==> src/design/prd_pkg.sv <==
// Address map, reset values and field positions of the peripheral register bank
package prd_pkg;
  // ----------------------------------------------------------------
  // Address windows
  // ----------------------------------------------------------------
  localparam logic [31:0] PRD_PERIPH_BASE = 32'h0320_0000;
  localparam logic [31:0] PRD_PERIPH_LAST = 32'h0320_01F8;
  localparam logic [31:0] PRD_VS_BASE = 32'h0340_0000;
  localparam logic [31:0] PRD_VS_LAST = 32'h034F_FFFF;
  localparam int PRD_OFS_W = 9;
  localparam int PRD_IDX_W = 7;
  localparam int PRD_NUM_WORDS = 128;
  localparam int PRD_VS_SEL_MSB = 31;
  localparam int PRD_VS_SEL_LSB = 24;
  localparam int PRD_REG_W = 8;
  localparam int PRD_CNT_W = 16;
  localparam int PRD_NUM_TIMERS = 2;

  // ----------------------------------------------------------------
  // Register byte offsets from the peripheral base
  // ----------------------------------------------------------------
  localparam logic [8:0] OFS_IO_CONTROL = 9'h000;
  localparam logic [8:0] OFS_KEYBOARD_DATA = 9'h004;
  localparam logic [8:0] OFS_KEYBOARD_CONTROL = 9'h008;
  localparam logic [8:0] OFS_GENERAL_IO_LINES = 9'h00C;
  localparam logic [8:0] OFS_IRQ_A_STATUS = 9'h010;
  localparam logic [8:0] OFS_IRQ_A_REQUEST_CLEAR = 9'h014;
  localparam logic [8:0] OFS_IRQ_A_MASK = 9'h018;
  localparam logic [8:0] OFS_SUSPEND_ENTRY = 9'h01C;
  localparam logic [8:0] OFS_IRQ_B_STATUS = 9'h020;
  localparam logic [8:0] OFS_IRQ_B_REQUEST = 9'h024;
  localparam logic [8:0] OFS_IRQ_B_MASK = 9'h028;
  localparam logic [8:0] OFS_STOP_ENTRY = 9'h02C;
  localparam logic [8:0] OFS_FAST_IRQ_STATUS = 9'h030;
  localparam logic [8:0] OFS_FAST_IRQ_REQUEST = 9'h034;
  localparam logic [8:0] OFS_FAST_IRQ_MASK = 9'h038;
  localparam logic [8:0] OFS_TIMER0_COUNT_LOW = 9'h040;
  localparam logic [8:0] OFS_TIMER0_COUNT_HIGH = 9'h044;
  localparam logic [8:0] OFS_TIMER0_GO_CMD = 9'h048;
  localparam logic [8:0] OFS_TIMER0_LATCH_CMD = 9'h04C;
  localparam logic [8:0] OFS_TIMER1_COUNT_LOW = 9'h050;
  localparam logic [8:0] OFS_TIMER1_COUNT_HIGH = 9'h054;
  localparam logic [8:0] OFS_TIMER1_GO_CMD = 9'h058;
  localparam logic [8:0] OFS_TIMER1_LATCH_CMD = 9'h05C;
  localparam logic [8:0] OFS_IRQ_C_STATUS = 9'h060;
  localparam logic [8:0] OFS_IRQ_C_REQUEST = 9'h064;
  localparam logic [8:0] OFS_IRQ_C_MASK = 9'h068;
  localparam logic [8:0] OFS_LCD_SERIAL_AUDIO_SELECT = 9'h06C;
  localparam logic [8:0] OFS_IRQ_D_STATUS = 9'h070;
  localparam logic [8:0] OFS_IRQ_D_REQUEST = 9'h074;
  localparam logic [8:0] OFS_IRQ_D_MASK = 9'h078;
  localparam logic [8:0] OFS_ROM_BANK0_CONTROL = 9'h080;
  localparam logic [8:0] OFS_ROM_BANK1_CONTROL = 9'h084;
  localparam logic [8:0] OFS_REFRESH_PERIOD = 9'h08C;
  localparam logic [8:0] OFS_CHIP_IDENT_LOW = 9'h094;
  localparam logic [8:0] OFS_CHIP_IDENT_HIGH = 9'h098;
  localparam logic [8:0] OFS_CHIP_REVISION = 9'h09C;
  localparam logic [8:0] OFS_POINTER_PORT_DATA = 9'h0A8;
  localparam logic [8:0] OFS_POINTER_PORT_CONTROL = 9'h0AC;
  localparam logic [8:0] OFS_IO_CYCLE_TIMING = 9'h0C4;
  localparam logic [8:0] OFS_EXPANSION_CARD_TIMING = 9'h0C8;
  localparam logic [8:0] OFS_ASYNC_IO_TIMING = 9'h0CC;
  localparam logic [8:0] OFS_DRAM_CONTROL = 9'h0D0;
  localparam logic [8:0] OFS_ADC_INTERRUPT_CONTROL = 9'h0E0;
  localparam logic [8:0] OFS_ADC_STATUS = 9'h0E4;
  localparam logic [8:0] OFS_ADC_CONVERTER_CONTROL = 9'h0E8;
  localparam logic [8:0] OFS_ADC_COUNTER_ONE = 9'h0EC;
  localparam logic [8:0] OFS_ADC_COUNTER_TWO = 9'h0F0;
  localparam logic [8:0] OFS_ADC_COUNTER_THREE = 9'h0F4;

  // ----------------------------------------------------------------
  // Reset values
  // ----------------------------------------------------------------
  localparam logic [7:0] PRD_IO_CONTROL_RST = 8'h0B;
  localparam logic [7:0] PRD_IO_LINES_RST = 8'hFF;
  localparam logic [7:0] PRD_REG_RST = 8'h00;
  localparam logic [15:0] PRD_CNT_RST = 16'h0000;
  localparam logic [15:0] PRD_CNT_ONE = 16'h0001;
  localparam logic [31:0] PRD_WORD_ZERO = 32'h0000_0000;
endpackage

==> src/design/prd_regbank.sv <==
// Peripheral register bank: address decode, storage, commands and timers
//
// Contract
// RQ1: Writes to the video and sound window drive the macrocell register strobe.
// RQ2: Macrocell target register comes from the top data bits, not the address.
// RQ3: Macrocell registers are write only; reads there return zero.
// RQ4: Master writes whole 32-bit words within the peripheral window.
// RQ5: Registers are word aligned; only the low data bits are kept.
// RQ6: Register offsets are displacements from the peripheral base address.
// RQ7: Writing the suspend register requests suspend; the register reads back.
// RQ8: Writing the stop register requests stop; it is never read.
// RQ9: Timer go writes start that timer and store nothing readable.
// RQ10: Timer latch writes capture the current count for later reads.
// RQ11: Software avoids forbidden directions on status and command registers.
// RQ12: Unassigned offsets ignore writes and read as zero.
module prd_regbank
  import prd_pkg::*;
#(
  parameter logic [7:0] IDENT_LOW = 8'h5A,  // arbitrary value
  parameter logic [7:0] IDENT_HIGH = 8'hA5,  // arbitrary value
  parameter logic [7:0] REVISION = 8'h01  // arbitrary value
) (
  input wire logic sys_clk_in,
  input wire logic rst_b_in,
  input wire logic [31:0] bus_addr_in,
  input wire logic [31:0] bus_wdata_in,
  input wire logic bus_wr_in,
  input wire logic bus_rd_in,
  output logic [31:0] bus_rdata_out,
  output logic bus_rvalid_out,
  input wire logic [7:0] irq_a_status_in,
  input wire logic [7:0] irq_b_status_in,
  input wire logic [7:0] irq_c_status_in,
  input wire logic [7:0] irq_d_status_in,
  input wire logic [7:0] fast_irq_status_in,
  input wire logic [7:0] adc_status_in,
  input wire logic [15:0] adc_count_one_in,
  input wire logic [15:0] adc_count_two_in,
  input wire logic [15:0] adc_count_three_in,
  output logic vs_wr_out,
  output logic [7:0] vs_sel_out,
  output logic [31:0] vs_data_out,
  output logic [7:0] irq_a_clear_out,
  output logic irq_pending_out,
  output logic fast_irq_pending_out,
  output logic suspend_req_out,
  output logic stop_req_out,
  output logic [1:0] timer_tick_out,
  output logic [7:0] io_control_out,
  output logic [7:0] io_lines_out
);

  // ----------------------------------------------------------------
  // Address decode
  // ----------------------------------------------------------------
  function automatic logic [7:0] low_byte(input logic [31:0] w);
    return w[PRD_REG_W-1:0];
  endfunction

  wire logic [8:0] ofs = bus_addr_in[PRD_OFS_W-1:0];
  wire logic [6:0] idx = bus_addr_in[PRD_OFS_W-1:2];
  wire logic aligned = (bus_addr_in[1:0] == 2'b00);
  wire logic in_periph = (bus_addr_in >= PRD_PERIPH_BASE) &&
                         (bus_addr_in <= PRD_PERIPH_LAST) && aligned;  // RQ6
  wire logic in_vs = (bus_addr_in >= PRD_VS_BASE) && (bus_addr_in <= PRD_VS_LAST);  // RQ1
  wire logic wr_p = bus_wr_in && in_periph;
  wire logic rd_p = bus_rd_in && in_periph;
  wire logic wr_vs = bus_wr_in && in_vs;

  // Registers that store what software writes
  logic is_rw;
  always_comb begin
    case (ofs)
      OFS_IO_CONTROL, OFS_KEYBOARD_DATA, OFS_KEYBOARD_CONTROL, OFS_GENERAL_IO_LINES,
      OFS_IRQ_A_MASK, OFS_SUSPEND_ENTRY, OFS_IRQ_B_MASK, OFS_FAST_IRQ_MASK,
      OFS_TIMER0_COUNT_LOW, OFS_TIMER0_COUNT_HIGH, OFS_TIMER1_COUNT_LOW,
      OFS_TIMER1_COUNT_HIGH, OFS_IRQ_C_MASK, OFS_LCD_SERIAL_AUDIO_SELECT,
      OFS_IRQ_D_MASK, OFS_ROM_BANK0_CONTROL, OFS_ROM_BANK1_CONTROL,
      OFS_REFRESH_PERIOD, OFS_POINTER_PORT_DATA, OFS_POINTER_PORT_CONTROL,
      OFS_IO_CYCLE_TIMING, OFS_EXPANSION_CARD_TIMING, OFS_ASYNC_IO_TIMING,
      OFS_DRAM_CONTROL, OFS_ADC_INTERRUPT_CONTROL, OFS_ADC_CONVERTER_CONTROL: begin
        is_rw = 1'b1;
      end
      default: begin
        is_rw = 1'b0;  // RQ12
      end
    endcase
  end

  wire logic wr_store = wr_p && is_rw;  // RQ12
  wire logic wr_suspend = wr_p && (ofs == OFS_SUSPEND_ENTRY);
  wire logic wr_stop = wr_p && (ofs == OFS_STOP_ENTRY);
  wire logic wr_irq_a_clear = wr_p && (ofs == OFS_IRQ_A_REQUEST_CLEAR);
  wire logic [1:0] wr_go = {wr_p && (ofs == OFS_TIMER1_GO_CMD),
                            wr_p && (ofs == OFS_TIMER0_GO_CMD)};
  wire logic [1:0] wr_latch = {wr_p && (ofs == OFS_TIMER1_LATCH_CMD),
                               wr_p && (ofs == OFS_TIMER0_LATCH_CMD)};

  // ----------------------------------------------------------------
  // Register storage
  // ----------------------------------------------------------------
  logic [7:0] regs [PRD_NUM_WORDS];

  always_ff @(posedge sys_clk_in or negedge rst_b_in) begin
    if (!rst_b_in) begin
      for (int i = 0; i < PRD_NUM_WORDS; i++) begin
        regs[i] <= PRD_REG_RST;
      end
      regs[OFS_IO_CONTROL[8:2]] <= PRD_IO_CONTROL_RST;
      regs[OFS_GENERAL_IO_LINES[8:2]] <= PRD_IO_LINES_RST;
    end else if (wr_store) begin
      regs[idx] <= low_byte(bus_wdata_in);  // RQ5
    end
  end

  assign io_control_out = regs[OFS_IO_CONTROL[8:2]];
  assign io_lines_out = regs[OFS_GENERAL_IO_LINES[8:2]];

  // Request views: status gated by the mask registers
  wire logic [7:0] req_a = irq_a_status_in & regs[OFS_IRQ_A_MASK[8:2]];
  wire logic [7:0] req_b = irq_b_status_in & regs[OFS_IRQ_B_MASK[8:2]];
  wire logic [7:0] req_c = irq_c_status_in & regs[OFS_IRQ_C_MASK[8:2]];
  wire logic [7:0] req_d = irq_d_status_in & regs[OFS_IRQ_D_MASK[8:2]];
  wire logic [7:0] req_f = fast_irq_status_in & regs[OFS_FAST_IRQ_MASK[8:2]];

  // ----------------------------------------------------------------
  // Timers
  // ----------------------------------------------------------------
  logic [15:0] t_count [PRD_NUM_TIMERS];
  logic [15:0] t_latched [PRD_NUM_TIMERS];
  logic [1:0] t_run;
  logic [15:0] t_reload [PRD_NUM_TIMERS];

  assign t_reload[0] = {regs[OFS_TIMER0_COUNT_HIGH[8:2]], regs[OFS_TIMER0_COUNT_LOW[8:2]]};
  assign t_reload[1] = {regs[OFS_TIMER1_COUNT_HIGH[8:2]], regs[OFS_TIMER1_COUNT_LOW[8:2]]};

  always_ff @(posedge sys_clk_in or negedge rst_b_in) begin
    if (!rst_b_in) begin
      for (int i = 0; i < PRD_NUM_TIMERS; i++) begin
        t_count[i] <= PRD_CNT_RST;
        t_latched[i] <= PRD_CNT_RST;
      end
      t_run <= 2'b00;
      timer_tick_out <= 2'b00;
    end else begin
      for (int i = 0; i < PRD_NUM_TIMERS; i++) begin
        timer_tick_out[i] <= 1'b0;
        if (wr_latch[i]) begin
          t_latched[i] <= t_count[i];  // RQ10
        end
        if (wr_go[i]) begin
          t_count[i] <= t_reload[i];  // RQ9
          t_run[i] <= 1'b1;
        end else if (t_run[i]) begin
          if (t_count[i] == PRD_CNT_RST) begin
            t_count[i] <= t_reload[i];
            timer_tick_out[i] <= 1'b1;
          end else begin
            t_count[i] <= t_count[i] - PRD_CNT_ONE;
          end
        end
      end
    end
  end

  // ----------------------------------------------------------------
  // Read multiplexer
  // ----------------------------------------------------------------
  logic [31:0] rd_val;
  always_comb begin
    rd_val = PRD_WORD_ZERO;
    case (ofs)
      OFS_IRQ_A_STATUS: rd_val[7:0] = irq_a_status_in;
      OFS_IRQ_A_REQUEST_CLEAR: rd_val[7:0] = req_a;
      OFS_IRQ_B_STATUS: rd_val[7:0] = irq_b_status_in;
      OFS_IRQ_B_REQUEST: rd_val[7:0] = req_b;
      OFS_FAST_IRQ_STATUS: rd_val[7:0] = fast_irq_status_in;
      OFS_FAST_IRQ_REQUEST: rd_val[7:0] = req_f;
      OFS_IRQ_C_STATUS: rd_val[7:0] = irq_c_status_in;
      OFS_IRQ_C_REQUEST: rd_val[7:0] = req_c;
      OFS_IRQ_D_STATUS: rd_val[7:0] = irq_d_status_in;
      OFS_IRQ_D_REQUEST: rd_val[7:0] = req_d;
      OFS_TIMER0_COUNT_LOW: rd_val[7:0] = t_latched[0][7:0];  // RQ10
      OFS_TIMER0_COUNT_HIGH: rd_val[7:0] = t_latched[0][15:8];
      OFS_TIMER1_COUNT_LOW: rd_val[7:0] = t_latched[1][7:0];
      OFS_TIMER1_COUNT_HIGH: rd_val[7:0] = t_latched[1][15:8];
      OFS_CHIP_IDENT_LOW: rd_val[7:0] = IDENT_LOW;
      OFS_CHIP_IDENT_HIGH: rd_val[7:0] = IDENT_HIGH;
      OFS_CHIP_REVISION: rd_val[7:0] = REVISION;
      OFS_ADC_STATUS: rd_val[7:0] = adc_status_in;
      OFS_ADC_COUNTER_ONE: rd_val[15:0] = adc_count_one_in;
      OFS_ADC_COUNTER_TWO: rd_val[15:0] = adc_count_two_in;
      OFS_ADC_COUNTER_THREE: rd_val[15:0] = adc_count_three_in;
      default: begin
        if (is_rw) begin
          rd_val[7:0] = regs[idx];  // RQ7
        end
      end
    endcase
  end

  // ----------------------------------------------------------------
  // Bus answer and command pulses
  // ----------------------------------------------------------------
  always_ff @(posedge sys_clk_in or negedge rst_b_in) begin
    if (!rst_b_in) begin
      bus_rdata_out <= PRD_WORD_ZERO;
      bus_rvalid_out <= 1'b0;
      vs_wr_out <= 1'b0;
      vs_sel_out <= PRD_REG_RST;
      vs_data_out <= PRD_WORD_ZERO;
      irq_a_clear_out <= PRD_REG_RST;
      suspend_req_out <= 1'b0;
      stop_req_out <= 1'b0;
    end else begin
      bus_rvalid_out <= bus_rd_in;
      bus_rdata_out <= rd_p ? rd_val : PRD_WORD_ZERO;  // RQ3 RQ12
      vs_wr_out <= wr_vs;  // RQ1
      if (wr_vs) begin
        vs_sel_out <= bus_wdata_in[PRD_VS_SEL_MSB:PRD_VS_SEL_LSB];  // RQ2
        vs_data_out <= bus_wdata_in;
      end
      irq_a_clear_out <= wr_irq_a_clear ? low_byte(bus_wdata_in) : PRD_REG_RST;
      suspend_req_out <= wr_suspend;  // RQ7
      stop_req_out <= wr_stop;  // RQ8
    end
  end

  assign irq_pending_out = |{req_a, req_b, req_c, req_d};
  assign fast_irq_pending_out = |req_f;
endmodule

==> config.mk <==
export PLATFORM = sky130hd
export DESIGN_NAME = prd_regbank
export DESIGN_NICKNAME = d
export VERILOG_FILES = /design/src/design/prd_pkg.sv /design/src/design/prd_regbank.sv
export SDC_FILE = /design/constraint.sdc
export NUM_CORES = 2
export LEC_CHECK = 0
export ABC_CLOCK_PERIOD_IN_PS = 2550
export BUFFER_PORTS_ARGS = -buffer_cell sky130_fd_sc_hd__buf_4
export CORE_MARGIN = 2
export CORE_UTILIZATION = 56
export DETAILED_ROUTE_END_ITERATION = 6
export HOLD_SLACK_MARGIN = 0.08
export MAX_ROUTING_LAYER = met4
export PLACE_DENSITY = 0.75
export SETUP_SLACK_MARGIN = 0.2
export SYNTH_ARGS = -nofsm -noshare
export SYNTH_HDL_FRONTEND = slang
export SYNTH_SLANG_ARGS = --single-unit
==> constraint.sdc <==
create_clock -name sys_clk_in -period 2.55 [get_ports sys_clk_in]
set_input_delay 0.255 -clock sys_clk_in [delete_from_list [all_inputs] [get_ports sys_clk_in]]
set_output_delay 0.255 -clock sys_clk_in [all_outputs]
set_load 0.05 [all_outputs]
* Word level (Yosys, flattened, before mapping)
Index checks and enable logic that the tools add are counted.
** Word-level totals
- Register bits after elaboration :: 1160
- Input port bits :: 164
- Logic and storage cells :: 252
- Output and inout port bits :: 104
** Cells by class
- Multiplexer cells :: 24
- Add/subtract/negate cells :: 2
- Reduce and logical (&&, ||, !) cells :: 24
- Eq/ne operators :: 47
- $lt $le $gt $ge :: 6
- Bitwise operators :: 6
** Operator list (count)
- $bwmux W1024 :: 1
- $pmux W8 S21 :: 1
- $eq A9 B8 Y1 const B :: 18
- $eq A9 B7 Y1 const B :: 15
- $mux W16 :: 7
- $ge A32 B26 Y1 const B :: 2
- $le A32 B26 Y1 const B :: 2
- $eq A9 B6 Y1 const B :: 7
- $bmux W8 S7 :: 1
- $demux W8 S7 :: 1
- $and A8 B8 Y8 :: 5
- $mux W8 :: 5
- $eq A9 B5 Y1 const B :: 4
- $logic_not A16 Y1 :: 2
- $reduce_or A32 Y1 :: 1
- $sub A16 B1 Y16 const B :: 2
- $reduce_or A26 Y1 :: 1
- $pmux W8 S3 :: 1
- $eq A9 B4 Y1 const B :: 2
- $logic_and A1 B1 Y1 :: 15
- $eq A9 B3 Y1 const B :: 1
- $logic_not A9 Y1 :: 1
- $ge A8 B8 Y1 const B :: 1
- $lt A8 B1 Y1 const B :: 1
- other kinds (5) :: 12

* Depth between registers and ports, before layout
- Depth after elaboration :: 7
- Mapped depth :: 12
- Mapped depth without buffers :: 8

* Worst setup path after synthesis
Ideal clock, no wire load.
- Kind :: input port to flip-flop
- Start :: input port bus_addr_in[0]
- End :: register regs[960] (netlist name)
- Setup time :: 0.125 ns
- Path buffers :: 2
- Arrival time :: 2.244 ns
- Cell stages on the path :: 9
- Path slack :: 0.181 ns
- Path through :: or3_1 buf_2 or4_1 a21oi_1 a221oi_1 nor2_2 and4_1 buf_4 mux2_2
** Between the ends
- Longest elaborated chain between the ends :: 5
** Ends and longest elaborated chain
- start, declared :: RTL line prd_regbank.sv:25 : input wire logic [31:0] bus_addr_in,
- $ge A32 B26 Y1 / $le A32 B26 Y1 (equally long branches) :: RTL line prd_regbank.sv:63, prd_regbank.sv:64
- $logic_and A1 B1 Y1 :: RTL line prd_regbank.sv:63 : wire logic in_periph = (bus_addr_in >= PRD_PERIPH_BASE) &&
- $logic_and A1 B1 Y1 :: RTL line prd_regbank.sv:64 : (bus_addr_in <= PRD_PERIPH_LAST) && aligned;
- $logic_and A1 B1 Y1 :: RTL line prd_regbank.sv:66 : wire logic wr_p = bus_wr_in && in_periph;
- $logic_and A1 B1 Y1 * :: RTL line prd_regbank.sv:90 : wire logic wr_store = wr_p && is_rw;
- end signal, assigned by index :: RTL line prd_regbank.sv:112 : regs[idx] <= low_byte(bus_wdata_in);
- end, declared :: RTL line prd_regbank.sv:102 : logic [7:0] regs [PRD_NUM_WORDS];
Mark *: on every way between the ends. The rest lies on a longest branch, timed or not.
A chain may end at the register's enable or synchronous reset.

* Final worst setup path
- Start :: register regs[969] (netlist name)
- End :: output port irq_pending_out
** Between the ends
- Longest elaborated chain between the ends :: 2
** Ends and longest elaborated chain
- $and A8 B8 Y8 :: RTL line prd_regbank.sv:120 : wire logic [7:0] req_a = irq_a_status_in & regs[OFS_IRQ_A_MASK[8:2]];
- $reduce_or A32 Y1 :: RTL line prd_regbank.sv:229 : assign irq_pending_out = |{req_a, req_b, req_c, req_d};
- end, declared :: RTL line prd_regbank.sv:44 : output logic irq_pending_out,
Every way passes these cells.

==> run summary <==
Crit Path Class - register to output port
synth warn - 0
most common cell after layout, fill and taps aside - dfrtp_1
Iteration-0 DRC Markers - 1665
die width - 229 um
Critical Path AT - 2140 ps
global-route wire length before repair - 129 mm
max incr delay on CP - 520 ps
sequential power share - 46.6%
CTS tree - done
Psw - 4.95 mW
I/O Pins - 268
count of buffer and inverter cells on the critical path - 1
Setup crit end kind - output port
Layout Utilization - 69.0%
most frequent cells in the layout - dfrtp_1, buf_4, mux2_2, nand2_1, mux4_2
CTS max path bufs - 3
status - completed
vias in the first global route - 20200
average size of a mapped cell - 12.7 um2
remaining global-route overflow - 0
clock latency on the worst-skew pair - 600 ps
Vias/cell - 6.06
Rel. slew slack - 49.2%
CP Launch Type - register
Net Sw Frac - 22.7%
ANT nets after route - 0
Cells after Synth - 2234
Max Clock Skew - 20.9 ps
DR vias - 19000
Unique masters post-synth - 78
register clock-pin slew on the reported worst setup and hold paths - 60 ps
initial antenna violation count - 0
max-cap violation count - 0
Tightest Pin Transition - 743 ps
Max Clk Rate - 0.418 GHz
Post-synth EDFFs - 0
detailed-route wire length per cell - 27.3 um
Worst Path Max Fanout - 4
Power Density - 631 nW/um2
Static Leakage - 16.9 nW
delay-heaviest family, CP - simple AND/OR/NAND/NOR gates
Int Pwr - 16.9 mW
Worst EP required - 2300 ps
Finished Cell Area - 34600 um2
DP Area - 31600 um2
Die Height - 229 um
DRC Markers - 0
CTS root buf - clkbuf_16
largest net degree at the start of global routing - 69
Initial Util - 56.7%
total die area - 52600 um2
#FFs+latches synth - 640
Layout Cells excl Fill - 3140
total routed wirelength - 85.6 mm
Rows - 82
Total Routing Usage GR - 34.2%
detailed placer's ending HPWL - 61.0 mm
CTS Buf Count - 66
share of layout cells above drive strength 1 - 43.2%
Worst VDD drop - 659 uV
Critical Path, Cell by Cell - a22oi_1 > nand3_1 > or3_4 > buf_6
overall power - 21.8 mW
slowest stage cell on the critical path - dfrtp_1
fraction of registers with async set/reset - 100%
Layout Nets - 2582
core area - 50200 um2
IO buf count - 251
Clock Power Share - 47.0%
final setup vio count - 0
Slew Viols, Final - 0
top_reg_cell synth - dfrtp_1
Comb pwr share - 6.5%
Hold Path Class - input port to register
dpl cells - 2958
Detailed Routing Iterations Pass 1 - 6
final hold slack - 107 ps
Fill cells - 3404
Post-Syn Area - 28400 um2
unrepaired setup endpoints after global routing - true
sequential share of the synthesized area - 56.4%
P&R area growth vs syn - 21.8%
Tmin final - 2390 ps
H-tree Lvls - 3
Tcrit/Tclk final - 93.9%
Sink Count - 640
GP Congestion - 1.03
Hold Violations, Final - 0
-- layout make-up --
type	count	area [um2]	share of cell area (%)
Clock buffer	100	2040	5.90
Inverter	14	52.6	0.152
Multi-Input combinational cell	1144	10600	30.5
Clock inverter	20	304	0.878
Antenna cell	1	2.50	0.00723
Sequential cell	640	16000	46.3
Tap cell	672	841	2.43
Timing Repair Buffer	549	4780	13.8
-- worst min-delay path, delay by kind of cell --
family	cells	cell delay, ps
buffers and inverters	2	160
AOI/OAI and AO/OA	2	250
-- per-stage QoR --
stage / setup WS (ps) / TNS (ps)
2_1_floorplan: 204 / 0
3_3_place_gp: -174 / -8520
3_5_place_dp: -177 / -15390
4_1_cts: 149 / 0
5_1_grt: 70.0 / 0
6_report: 156 / 0
-- cells in the mapped netlist (4+ instances only) --
master / count / area, um2
a21o_1: 20 / 150
a21oi_1: 64 / 320
a221oi_1: 15 / 131
a222oi_1: 8 / 80.1
a22o_1: 11 / 96.3
a22oi_1: 54 / 405
a2bb2oi_1: 6 / 52.6
a311oi_1: 4 / 35.0
a31oi_1: 7 / 43.8
a32oi_1: 5 / 43.8
and2_1: 6 / 37.5
and3_1: 13 / 81.3
and4_1: 6 / 52.6
buf_1: 12 / 45.0
buf_2: 43 / 215
buf_4: 49 / 368
buf_6: 4 / 45.0
clkbuf_1: 343 / 1290
dfrtp_1: 629 / 15700
dfstp_2: 11 / 289
inv_1: 13 / 48.8
mux2_1: 8 / 90.1
mux2_2: 269 / 3030
mux2i_1: 54 / 541
mux4_2: 104 / 2340
nand2_1: 105 / 394
nand2b_1: 10 / 62.6
nand3_1: 25 / 125
nand3_2: 7 / 70.1
nand4_1: 14 / 87.6
nor2_1: 57 / 214
nor2b_1: 16 / 100
nor3_1: 41 / 205
nor3_2: 6 / 60.1
nor3_4: 10 / 163
nor4_1: 15 / 93.8
nor4_2: 5 / 62.6
nor4_4: 4 / 85.1
o2111ai_1: 8 / 70.1
o211ai_1: 5 / 37.5
o21a_1: 5 / 37.5
o21ai_0: 43 / 215
o22ai_1: 23 / 144
or2_2: 6 / 37.5
or3_1: 16 / 100
-- power by group through the flow --
stage | clock network (mW) | registers (mW) | logic (mW)
final | 10.2 | 10.2 | 1.42
after global routing | 10.8 | 10.2 | 1.50
after CTS | 10.4 | 10.2 | 1.40
after detailed placement | 0 | 10.3 | 1.34
after global placement | 0 | 10.3 | 1.32
after floorplan | 0 | 10.4 | 0.491
-- worst paths after layout --
| kind | start | endpoint | slack [ps] | depth (start not counted) |
|---|---|---|---|---|
| min reg2reg | regs[659] | regs[659] | 370 | 0 |
| max | regs[969] | irq_pending_out | 160 | 4 |
| max reg2reg | t_count[4] | t_count[14] | 280 | 7 |
| min in group asynchronous | rst_b_in | regs[917] | 240 | 2 |
| max in group asynchronous | rst_b_in | irq_a_clear_out[5] | 1360 | 3 |
| min | irq_a_status_in[5] | bus_rdata_out[5] | 110 | 4 |
-- metal layers --
metal	global-route usage [%]	share of wire, %	up-vias
met3	7.30	7.6	230
met1	45.1	41	9688
met5	-	0	-
met4	14.1	4.6	0
met2	52.1	47	913
li1	-	-	8213
-- logic make-up after synthesis --
family / synth area share [%]
XOR/XNOR: 0.154
flip-flops: 56.4
AO/OA/AOI/OAI: 7.50
buffers and inverters: 7.08
AND/OR/NAND/NOR: 7.61
multiplexers: 21.1
adder cells (fa/ha/maj): 0.132
other: 0.0132
-- flip-flops by register name, indices dropped and copies added (netlist names) --
name             cells
io_control_out       8
vs_sel_out           8
timer_tick_out       2
t_run                2
regs               496
bus_rvalid_out       1
t_count             32
bus_rdata_out       16
stop_req_out         1
suspend_req_out      1
vs_wr_out            1
vs_data_out         24
irq_a_clear_out      8
t_latched           32
io_lines_out         8
-- what timing repair did --
action / in CTS / in global routing
cloned: 0 / 0
pin swaps: 0 / 4
buffers inserted: 4 / 5
resized for setup: 12 / 18
hold endpoints to repair: 89 / 0
hold buffers: 52 / 0
setup endpoints to repair: 2 / 62
Note: power is estimated with default switching activity, not from simulation.
